==> src/logic/mis_map.svh <==
/*
 Register offsets, field positions, reset values and fixed addresses for the
 interrupt source block. Assumes a 32-bit APB with byte addresses on paddr.
*/
// Function
// - External pin edge selected by polarity bit
// - Selected pin edge sets external pin flag
// - External pin enable gates its interrupt
// - External flag sticky until software writes zero
// - Pin edge wakes if enabled at sleep
// - After wake, vector only under global enable
// - Timer rollover FFh to 00h sets flag
// - Timer enable gates; overflow flag stays set
// - Timer never wakes; stopped while asleep
// - Input upper pins compared to latch each cycle
// - Mismatches ORed set port change flag
// - Output pins excluded from mismatch compare
// - Port change mismatch wakes from sleep if its enable is set
// - Port read reloads latch, ends mismatch
// - Port change enable gates its interrupt
// - Conversion done sets flag in converter register
// - Conversion done enable gates its interrupt
// - Global enable gates all; cleared by reset
// - Taking interrupt clears enable, pushes, vectors 0004h
// - Flags set regardless of any enable
// - Return from interrupt pops, sets global enable
`ifndef MIS_MAP_SVH
`define MIS_MAP_SVH

`define MIS_OFS_IRQ_CTRL   8'h00
`define MIS_OFS_CONV_CTRL  8'h04
`define MIS_OFS_TMR_CFG    8'h08
`define MIS_OFS_PORT_DIR   8'h0C
`define MIS_OFS_PORT_DATA  8'h10
`define MIS_OFS_TMR_CNT    8'h14

`define MIS_BIT_PORT_FLAG  0
`define MIS_BIT_EXT_FLAG   1
`define MIS_BIT_TMR_FLAG   2
`define MIS_BIT_PORT_EN    3
`define MIS_BIT_EXT_EN     4
`define MIS_BIT_TMR_EN     5
`define MIS_BIT_CONV_EN    6
`define MIS_BIT_GIE        7
`define MIS_BIT_CONV_FLAG  1
`define MIS_BIT_EDGE_POL   6

`define MIS_RST_IRQ_CTRL   8'h00
`define MIS_RST_CONV_CTRL  8'h00
`define MIS_RST_TMR_CFG    8'h00
`define MIS_RST_PORT_DIR   4'hF
`define MIS_TMR_MAX        8'hFF
`define MIS_IRQ_VECTOR     13'h0004

`endif

==> src/logic/mis_pkg.sv <==
/*
 Types of the interrupt source block: power state and the state records of
 each module. Assumes the constants header is included by the users.
*/
package mis_pkg;

   typedef enum logic {
      PWR_RUN,
      PWR_ASLEEP
   } mis_pwr_t;

   typedef struct packed {
      logic [4:0] s1;
      logic [4:0] s2;
   } mis_sync_t;

   typedef struct packed {
      logic [3:0] latch;
   } mis_pc_t;

   typedef struct packed {
      logic [7:0]  irq_ctrl;
      logic [7:0]  conv_ctrl;
      logic [7:0]  tmr_cfg;
      logic [3:0]  port_dir;
      logic [7:0]  tmr_cnt;
      logic        ext_prev;
      mis_pwr_t    pwr;
      logic        ext_en_sleep;
      logic [31:0] prdata;
      logic        pslverr;
      logic        take;
      logic        wake;
   } mis_state_t;

endpackage

==> src/logic/mis_top.sv <==
/*
 Interrupt flags, enables, timer, sleep and vector hand-off of a small
 controller, with an APB register slave. Assumes the core obeys irq_take
 (push return address, load pc_vector) and irq_pop on return.
*/
// The APB register port and the register addresses were decided locally.
`timescale 1ns/1ps
`include "mis_map.svh"
module mis_top (
   // Clock and reset
   input  wire logic        clk_sys,
   input  wire logic        reset_n,
   // APB slave
   input  wire logic [7:0]  paddr,
   input  wire logic        psel,
   input  wire logic        penable,
   input  wire logic        pwrite,
   input  wire logic [31:0] pwdata,
   output logic      [31:0] prdata,
   output logic             pready,
   output logic             pslverr,
   // Pins
   input  wire logic        ext_irq_pin,
   input  wire logic [3:0]  upper_port_pins,
   // Converter
   input  wire logic        conversion_done,
   // Core
   input  wire logic        sleep_enter,
   input  wire logic        return_from_irq_op,
   output logic             irq_req,
   output logic             irq_take,
   output logic             irq_pop,
   output logic [12:0]      pc_vector,
   output logic             wake,
   output logic             asleep
);
   mis_pkg::mis_state_t st_q;
   mis_pkg::mis_state_t st_d;

   logic [4:0]  pins_s;
   logic        ext_s;
   logic        mismatch;
   logic        acc;
   logic        wr;
   logic        port_rd;
   logic        hit;
   logic [31:0] rmux;
   logic        ext_evt;
   logic        tmr_wr;
   logic        tmr_run;
   logic        pending;
   logic        wake_evt;

   ////////////////////////////////////////////////////////////////////////
   // Pin inputs

   mis_pin_sync u_sync (
      .clk_sys    (clk_sys),
      .reset_n    (reset_n),
      .pins_async ({upper_port_pins, ext_irq_pin}),
      .pins_sync  (pins_s)
   );

   assign ext_s = pins_s[0];

   mis_port_change u_pc (
      .clk_sys  (clk_sys),
      .reset_n  (reset_n),
      .pins     (pins_s[4:1]),
      .dir_in   (st_q.port_dir),
      .reload   (port_rd),
      .mismatch (mismatch)
   );

   ////////////////////////////////////////////////////////////////////////
   // Bus decode

   assign acc     = psel & penable;
   assign wr      = acc & pwrite;
   assign port_rd = acc & !pwrite & (paddr == `MIS_OFS_PORT_DATA);
   assign tmr_wr  = wr & (paddr == `MIS_OFS_TMR_CNT);

   always_comb begin
      hit  = 1'b1;
      rmux = '0;
      case (paddr)
         `MIS_OFS_IRQ_CTRL:  rmux[7:0] = st_q.irq_ctrl;
         `MIS_OFS_CONV_CTRL: rmux[7:0] = st_q.conv_ctrl;
         `MIS_OFS_TMR_CFG:   rmux[7:0] = st_q.tmr_cfg;
         `MIS_OFS_PORT_DIR:  rmux[3:0] = st_q.port_dir;
         `MIS_OFS_PORT_DATA: rmux[7:0] = {pins_s[4:1], 3'h0, ext_s};
         `MIS_OFS_TMR_CNT:   rmux[7:0] = st_q.tmr_cnt;
         default:            hit = 1'b0;
      endcase
   end

   ////////////////////////////////////////////////////////////////////////
   // Events and request

   // Edge against last sampled level; polarity picks the edge
   assign ext_evt = st_q.tmr_cfg[`MIS_BIT_EDGE_POL] ?
                    (ext_s & !st_q.ext_prev) :
                    (!ext_s & st_q.ext_prev);

   // Timer stops in sleep, so it cannot raise a wake
   assign tmr_run = (st_q.pwr == mis_pkg::PWR_RUN);

   assign pending =
      (st_q.irq_ctrl[`MIS_BIT_PORT_FLAG] & st_q.irq_ctrl[`MIS_BIT_PORT_EN]) |
      (st_q.irq_ctrl[`MIS_BIT_EXT_FLAG]  & st_q.irq_ctrl[`MIS_BIT_EXT_EN])  |
      (st_q.irq_ctrl[`MIS_BIT_TMR_FLAG]  & st_q.irq_ctrl[`MIS_BIT_TMR_EN])  |
      (st_q.conv_ctrl[`MIS_BIT_CONV_FLAG] & st_q.irq_ctrl[`MIS_BIT_CONV_EN]);

   assign irq_req = st_q.irq_ctrl[`MIS_BIT_GIE] & pending;

   // Pin enable sampled at sleep entry; the port change enable is the live bit
   assign wake_evt = (ext_evt & st_q.ext_en_sleep) |
                     (mismatch & st_q.irq_ctrl[`MIS_BIT_PORT_EN]);

   ////////////////////////////////////////////////////////////////////////
   // Next state

   always_comb begin
      st_d          = st_q;
      st_d.take     = 1'b0;
      st_d.wake     = 1'b0;
      st_d.ext_prev = ext_s;

      // Read data captured in setup so access needs no wait state
      if (psel && !penable) begin
         st_d.prdata  = rmux;
         st_d.pslverr = !hit;
      end

      if (wr) begin
         case (paddr)
            `MIS_OFS_IRQ_CTRL:  st_d.irq_ctrl  = pwdata[7:0];
            `MIS_OFS_CONV_CTRL: st_d.conv_ctrl = pwdata[7:0];
            `MIS_OFS_TMR_CFG:   st_d.tmr_cfg   = pwdata[7:0];
            `MIS_OFS_PORT_DIR:  st_d.port_dir  = pwdata[3:0];
            `MIS_OFS_TMR_CNT:   st_d.tmr_cnt   = pwdata[7:0];
            default:            st_d.pslverr   = st_q.pslverr;
         endcase
      end

      // Timer; a bus write of the count takes priority over counting
      if (tmr_run && !tmr_wr) begin
         st_d.tmr_cnt = st_q.tmr_cnt + 8'h01;
         if (st_q.tmr_cnt == `MIS_TMR_MAX) begin
            st_d.irq_ctrl[`MIS_BIT_TMR_FLAG] = 1'b1;
         end
      end

      // Hardware sets win over a software clear in the same cycle
      if (ext_evt) begin
         st_d.irq_ctrl[`MIS_BIT_EXT_FLAG] = 1'b1;
      end
      if (mismatch) begin
         st_d.irq_ctrl[`MIS_BIT_PORT_FLAG] = 1'b1;
      end
      if (conversion_done) begin
         st_d.conv_ctrl[`MIS_BIT_CONV_FLAG] = 1'b1;
      end

      case (st_q.pwr)
         mis_pkg::PWR_RUN: begin
            if (return_from_irq_op) begin
               st_d.irq_ctrl[`MIS_BIT_GIE] = 1'b1;
            end else if (irq_req && !st_q.take) begin
               st_d.take                   = 1'b1;
               st_d.irq_ctrl[`MIS_BIT_GIE] = 1'b0;
            end else if (sleep_enter) begin
               st_d.pwr          = mis_pkg::PWR_ASLEEP;
               st_d.ext_en_sleep = st_q.irq_ctrl[`MIS_BIT_EXT_EN];
            end
         end
         mis_pkg::PWR_ASLEEP: begin
            // On wake the run state vectors only if global enable is set
            if (wake_evt) begin
               st_d.pwr  = mis_pkg::PWR_RUN;
               st_d.wake = 1'b1;
            end
         end
         default: st_d.pwr = mis_pkg::PWR_RUN;
      endcase
   end

   always_ff @(posedge clk_sys) begin
      if (!reset_n) begin
         st_q              <= '0;
         st_q.irq_ctrl     <= `MIS_RST_IRQ_CTRL;
         st_q.conv_ctrl    <= `MIS_RST_CONV_CTRL;
         st_q.tmr_cfg      <= `MIS_RST_TMR_CFG;
         st_q.port_dir     <= `MIS_RST_PORT_DIR;
         st_q.pwr          <= mis_pkg::PWR_RUN;
      end else begin
         st_q <= st_d;
      end
   end

   ////////////////////////////////////////////////////////////////////////
   // Outputs

   assign prdata    = st_q.prdata;
   assign pslverr   = st_q.pslverr & acc;
   assign pready    = 1'b1;
   assign irq_take  = st_q.take;
   assign irq_pop   = return_from_irq_op & (st_q.pwr == mis_pkg::PWR_RUN);
   assign pc_vector = `MIS_IRQ_VECTOR;
   assign wake      = st_q.wake;
   assign asleep    = (st_q.pwr == mis_pkg::PWR_ASLEEP);
endmodule // mis_top

==> src/logic/mis_pin_sync.sv <==
/*
 Two-stage synchroniser for the external pin and the four upper port pins.
 Assumes the pins are asynchronous to clk_sys.
*/
`timescale 1ns/1ps
module mis_pin_sync (
   // Clock and reset
   input  wire logic       clk_sys,
   input  wire logic       reset_n,
   // Pins in, synchronised copy out
   input  wire logic [4:0] pins_async,
   output logic      [4:0] pins_sync
);
   mis_pkg::mis_sync_t st_q;
   mis_pkg::mis_sync_t st_d;

   always_comb begin
      st_d    = st_q;
      st_d.s1 = pins_async;
      st_d.s2 = st_q.s1;
   end

   always_ff @(posedge clk_sys) begin
      if (!reset_n) begin
         st_q <= '0;
      end else begin
         st_q <= st_d;
      end
   end

   assign pins_sync = st_q.s2;
endmodule // mis_pin_sync

==> src/logic/mis_port_change.sv <==
/*
 Change detector for the four upper port pins: per-pin latch and compare.
 Assumes synchronised pins and a one-cycle reload pulse from a port read.
*/
`timescale 1ns/1ps
module mis_port_change (
   // Clock and reset
   input  wire logic       clk_sys,
   input  wire logic       reset_n,
   // Pins, direction (1 = input) and reload
   input  wire logic [3:0] pins,
   input  wire logic [3:0] dir_in,
   input  wire logic       reload,
   // Result
   output logic            mismatch
);
   mis_pkg::mis_pc_t st_q;
   mis_pkg::mis_pc_t st_d;
   logic [3:0]       miss;

   genvar i;
   generate
      for (i = 0; i < 4; i++) begin : g_bit
         // Driven pins never count as a change
         assign miss[i] = dir_in[i] & (pins[i] ^ st_q.latch[i]);
      end
   endgenerate

   always_comb begin
      st_d = st_q;
      if (reload) begin
         st_d.latch = pins;
      end
   end

   always_ff @(posedge clk_sys) begin
      if (!reset_n) begin
         st_q <= '0;
      end else begin
         st_q <= st_d;
      end
   end

   assign mismatch = |miss;
endmodule // mis_port_change

==> config.mk <==
export PLATFORM = sky130hd
export DESIGN_NAME = mis_top
export DESIGN_NICKNAME = d
export VERILOG_FILES = /design/src/logic/mis_pkg.sv /design/src/logic/mis_top.sv /design/src/logic/mis_pin_sync.sv /design/src/logic/mis_port_change.sv
export VERILOG_INCLUDE_DIRS = /design/src /design/src/logic
export SDC_FILE = /design/constraint.sdc
export NUM_CORES = 1
export LEC_CHECK = 0
export ABC_AREA = 1
export BUFFER_PORTS_ARGS = -buffer_cell sky130_fd_sc_hd__clkbuf_2
export CORE_ASPECT_RATIO = 1.4
export CORE_MARGIN = 2
export CORE_UTILIZATION = 47
export DETAILED_ROUTE_END_ITERATION = 8
export PLACE_DENSITY = 0.74
export SLEW_MARGIN = 10
export SYNTH_ARGS = -nofsm -noshare
export SYNTH_HDL_FRONTEND = slang
export SYNTH_SLANG_ARGS = --single-unit
==> constraint.sdc <==
create_clock -name clk_sys -period 1.65 [get_ports clk_sys]
set_input_delay 0.0825 -clock clk_sys [delete_from_list [all_inputs] [get_ports clk_sys]]
set_output_delay 0.0825 -clock clk_sys [all_outputs]
set_load 0.05 [all_outputs]
==> flow_summary.yaml <==
outcome:
  outcome: "complete, no violations"
route:
  drc: 0
  first_iter_violations: 220
  route.vias.total: 3118
  ant_nets: 0
  wl_per_cell_um: 12.62
  post_drt_via_cell_ratio: 4.910
  postRouteWirelength_um: 8012
  dr.pass1.iters: 5
clocking:
  cts_tree: "yes"
  cts.htree.levels: 3
  clock_insertion_delay_at_the_later_pin_of_the_skew_report_ns: 0.34
  clock_path_buffers: 2
  cts.clk_slew.worst_paths_ns: 0.07
  clk_root_buffer_cell: "sky130_fd_sc_hd__clkbuf_8"
  cts-buffers-inserted: 9
  sink_count: 64
  post_cts_buffers: 0
yosys:
  synth-seq-area-share: 0.3656
  synth-warning-count: 0
  post_synth_inst_count: 488
  synth.top_cell.area_share: 0.3656
  synth.ff_latch_count: 64
  syn_avg_cell_area_um2: 7.182
  synth_cell_type_count: 38
  syn-cell-area_um2: 3505
  ys_top_cells_by_area: "sky130_fd_sc_hd__dfxtp_1, sky130_fd_sc_hd__nand2_1, sky130_fd_sc_hd__buf_4"
  synth.largest_area_cell: "sky130_fd_sc_hd__dfxtp_1"
global_routing:
  grt_start_max_net_pins: 42
  globalRouteTotalUtil: 0.2078
  grt_pass1_vias: 2868
  globalRoute.totalOverflow: 0
  grt_antenna_before_repair: 0
  grt_pass1_wl_um: 13430
worst_setup_path:
  timing.critical_path.fanout_max: 4
  worstPathArrival_ns: 1.38
  timing.critical_path.required_ns: 1.57
  endpoint_kind_of_the_worst_setup_timing_path: "output pin"
  critPathLaunchType: "flop"
  crit_type: "flop to output pin"
  ff2ff_setup_slack_ns: 0.28
sta:
  slew_violations: 0
  final.min_clock_period_ns: 1.465
  max_slew.worst_pin.slew_ns: 0.6670
  grt_setup_unrepaired: "no"
  setup_total_negative_slack_ns: 0
  finalSetupViolCount: 0
  fin_worst_skew_ns: 0.006096
  timing.max_slew.rel_slack: 0.5548
  min_period_over_period: 0.8878
  count_of_endpoints_failing_hold_in_the_final_timing_report: 0
  timing.fmax_mhz: 682.6
  post-route-worst-setup-slack_ns: 0.1851
job:
  maxCapViolations: 0
final_layout:
  areaGrowthSynthToFinish_pct: 10.89
  multi_input_comb_area_um2: 1705
  final_net_count: 587
  num-fill-cells: 730
  layout-drive-gt1-share: 0.1933
  post-route-util: 0.5313
  antennaDiodeCount: 0
  regArea_um2: 1281
placed_design:
  routabilityCongestion: 0.8998
  portBuffers: 42
  dp.final_hpwl_um: 5913
  minimum_setup_slack_after_placement_ns: 0.1705
floorplan:
  die-width_um: 76.98
  floorplan.initialDensity: 0.4791
  core_area_um2: 7315
  ios: 105
  die_footprint_um2: 8173
  rows: 37
  die_height_um: 106.2
power_and_ir_drop:
  ir_drop_mv: 0.6457
  p_leak_nw: 1.884
  powerDensity_nw_per_um2: 902.8
min_path:
  holdCritPathClass: "input port to flop"
==> power by group <==
| part | total [W] | switching [W] | leakage, nW | internal (W) |
|---|---|---|---|---|
| logic | 0.000512 | 0.000403 | 1.26 | 0.000109 |
| registers | 0.00162 | 0.0000369 | 0.521 | 0.00158 |
| clock network | 0.00137 | 0.000632 | 0.0989 | 0.000743 |
==> cell families (layout without fill, tap and decap cells) <==
family          after synthesis  count (layout)  share of synthesized area
simple gates                217             217                     0.2938
other cells                   2              38                   0.002143
compound gates               77              77                     0.1353
xor+xnor                      5               5                    0.01249
fa+ha+maj                     1               1                   0.003570
buf+inv                     122             136                     0.1871
flops                        64              64                     0.3656
==> per-stage QoR <==
step	hold WS, ns	instance area, um^2	instances	power, W
CTS	0.02822	3886	635	0.003528
detailed placement	0.2701	3611	612	0.002153
global placement	0.2627	3611	612	0.002146
global route	0.02845	3886	635	0.003648
finish	0.03785	3886	635	0.003509
floorplan	0.1612	3642	524	0.002118
==> final cells by class <==
cell class	instances	area share
clock buffer	10	0.03542
clock inverter	6	0.01739
inverter	64	0.06182
multi-input combinational	338	0.4388
sequential	64	0.3297
tap	97	0.03123
timing repair buffer	56	0.08564
==> state kept, by name, summed over array words and instances, names as in the netlist <==
register and flops:
st_q 39, prdata 8, u_sync.pins_sync 5, u_sync.st_d 5
u_pc.st_q 4, asleep 1, irq_take 1, wake 1
==> layer usage <==
metal / track usage / vias up / share of wire / wire [um]
met2: 0.3609 / 130 / 0.50 / 3999
met1: 0.2471 / 1411 / 0.41 / 3297
met5: 0 / - / 0 / 0
met3: 0.04244 / 16 / 0.068 / 542
li1: - / 1561 / - / -
met4: 0.09056 / 0 / 0.022 / 173
==> cell usage after synthesis (all sizes together) <==
cell    number
and2         1
a31oi        1
o211ai      11
dfxtp       64
o21ai       28
or2          1
ha           1
nand2      112
a21oi       28
nor3         3
nand3       43
inv         64
a211oi       7
and3         1
clkbuf       4
nor2        53
xor2         5
nor4         1
o22ai        2
buf         54
nand4        1
nor3b        1
conb         2
==> critical path, stage by stage, from the launching register on <==
cell,delay [ns]
sky130_fd_sc_hd__dfxtp_1,0.41
sky130_fd_sc_hd__nand2_1,0.07
sky130_fd_sc_hd__nand4_1,0.08
sky130_fd_sc_hd__and2_1,0.18
sky130_fd_sc_hd__clkbuf_2,0.30
==> path summary, 6_finish.rpt <==
kind,endpoint,start,cells past startpoint
worst min register to register,u_sync.pins_sync[4],u_sync.st_d[4],2
worst max-delay path,irq_req,st_q[70],4
worst max register to register,st_q[68],st_q[38],7
worst min-delay path,st_q[72],pwdata[6],3
==> repair_timing <==
action / in CTS / in global routing
endpoints found under the hold margin: 7 / 0
gates resized for setup: 0 / 0
hold buffers: 7 / 0
==> layout by cell type (no fill, tap or decap), types with 2 or more instances in the layout <==
| master | instances |
|---|---|
| sky130_fd_sc_hd__clkbuf_2 | 42 |
| sky130_fd_sc_hd__nand2_4 | 3 |
| sky130_fd_sc_hd__a211oi_2 | 5 |
| sky130_fd_sc_hd__inv_1 | 57 |
| sky130_fd_sc_hd__nor2_2 | 4 |
| sky130_fd_sc_hd__nand2_2 | 6 |
| sky130_fd_sc_hd__nor3_1 | 2 |
| sky130_fd_sc_hd__dlygate4sd3_1 | 7 |
| sky130_fd_sc_hd__o21ai_1 | 4 |
| sky130_fd_sc_hd__dfxtp_1 | 64 |
| sky130_fd_sc_hd__clkbuf_8 | 10 |
| sky130_fd_sc_hd__nor2_4 | 3 |
| sky130_fd_sc_hd__nor2_1 | 44 |
| sky130_fd_sc_hd__buf_4 | 7 |
| sky130_fd_sc_hd__xor2_1 | 5 |
| sky130_fd_sc_hd__conb_1 | 38 |
| sky130_fd_sc_hd__o211ai_1 | 11 |
| sky130_fd_sc_hd__a21oi_2 | 4 |
| sky130_fd_sc_hd__inv_2 | 7 |
| sky130_fd_sc_hd__nor2_8 | 2 |
| sky130_fd_sc_hd__nand3_1 | 40 |
| sky130_fd_sc_hd__o22ai_1 | 2 |
| sky130_fd_sc_hd__o21ai_0 | 24 |
| sky130_fd_sc_hd__nand3_4 | 2 |
| sky130_fd_sc_hd__nand2_1 | 103 |
| sky130_fd_sc_hd__a21oi_1 | 24 |
| sky130_fd_sc_hd__clkinvlp_4 | 2 |
| sky130_fd_sc_hd__a211oi_1 | 2 |
(Power assumes the default switching activity.)
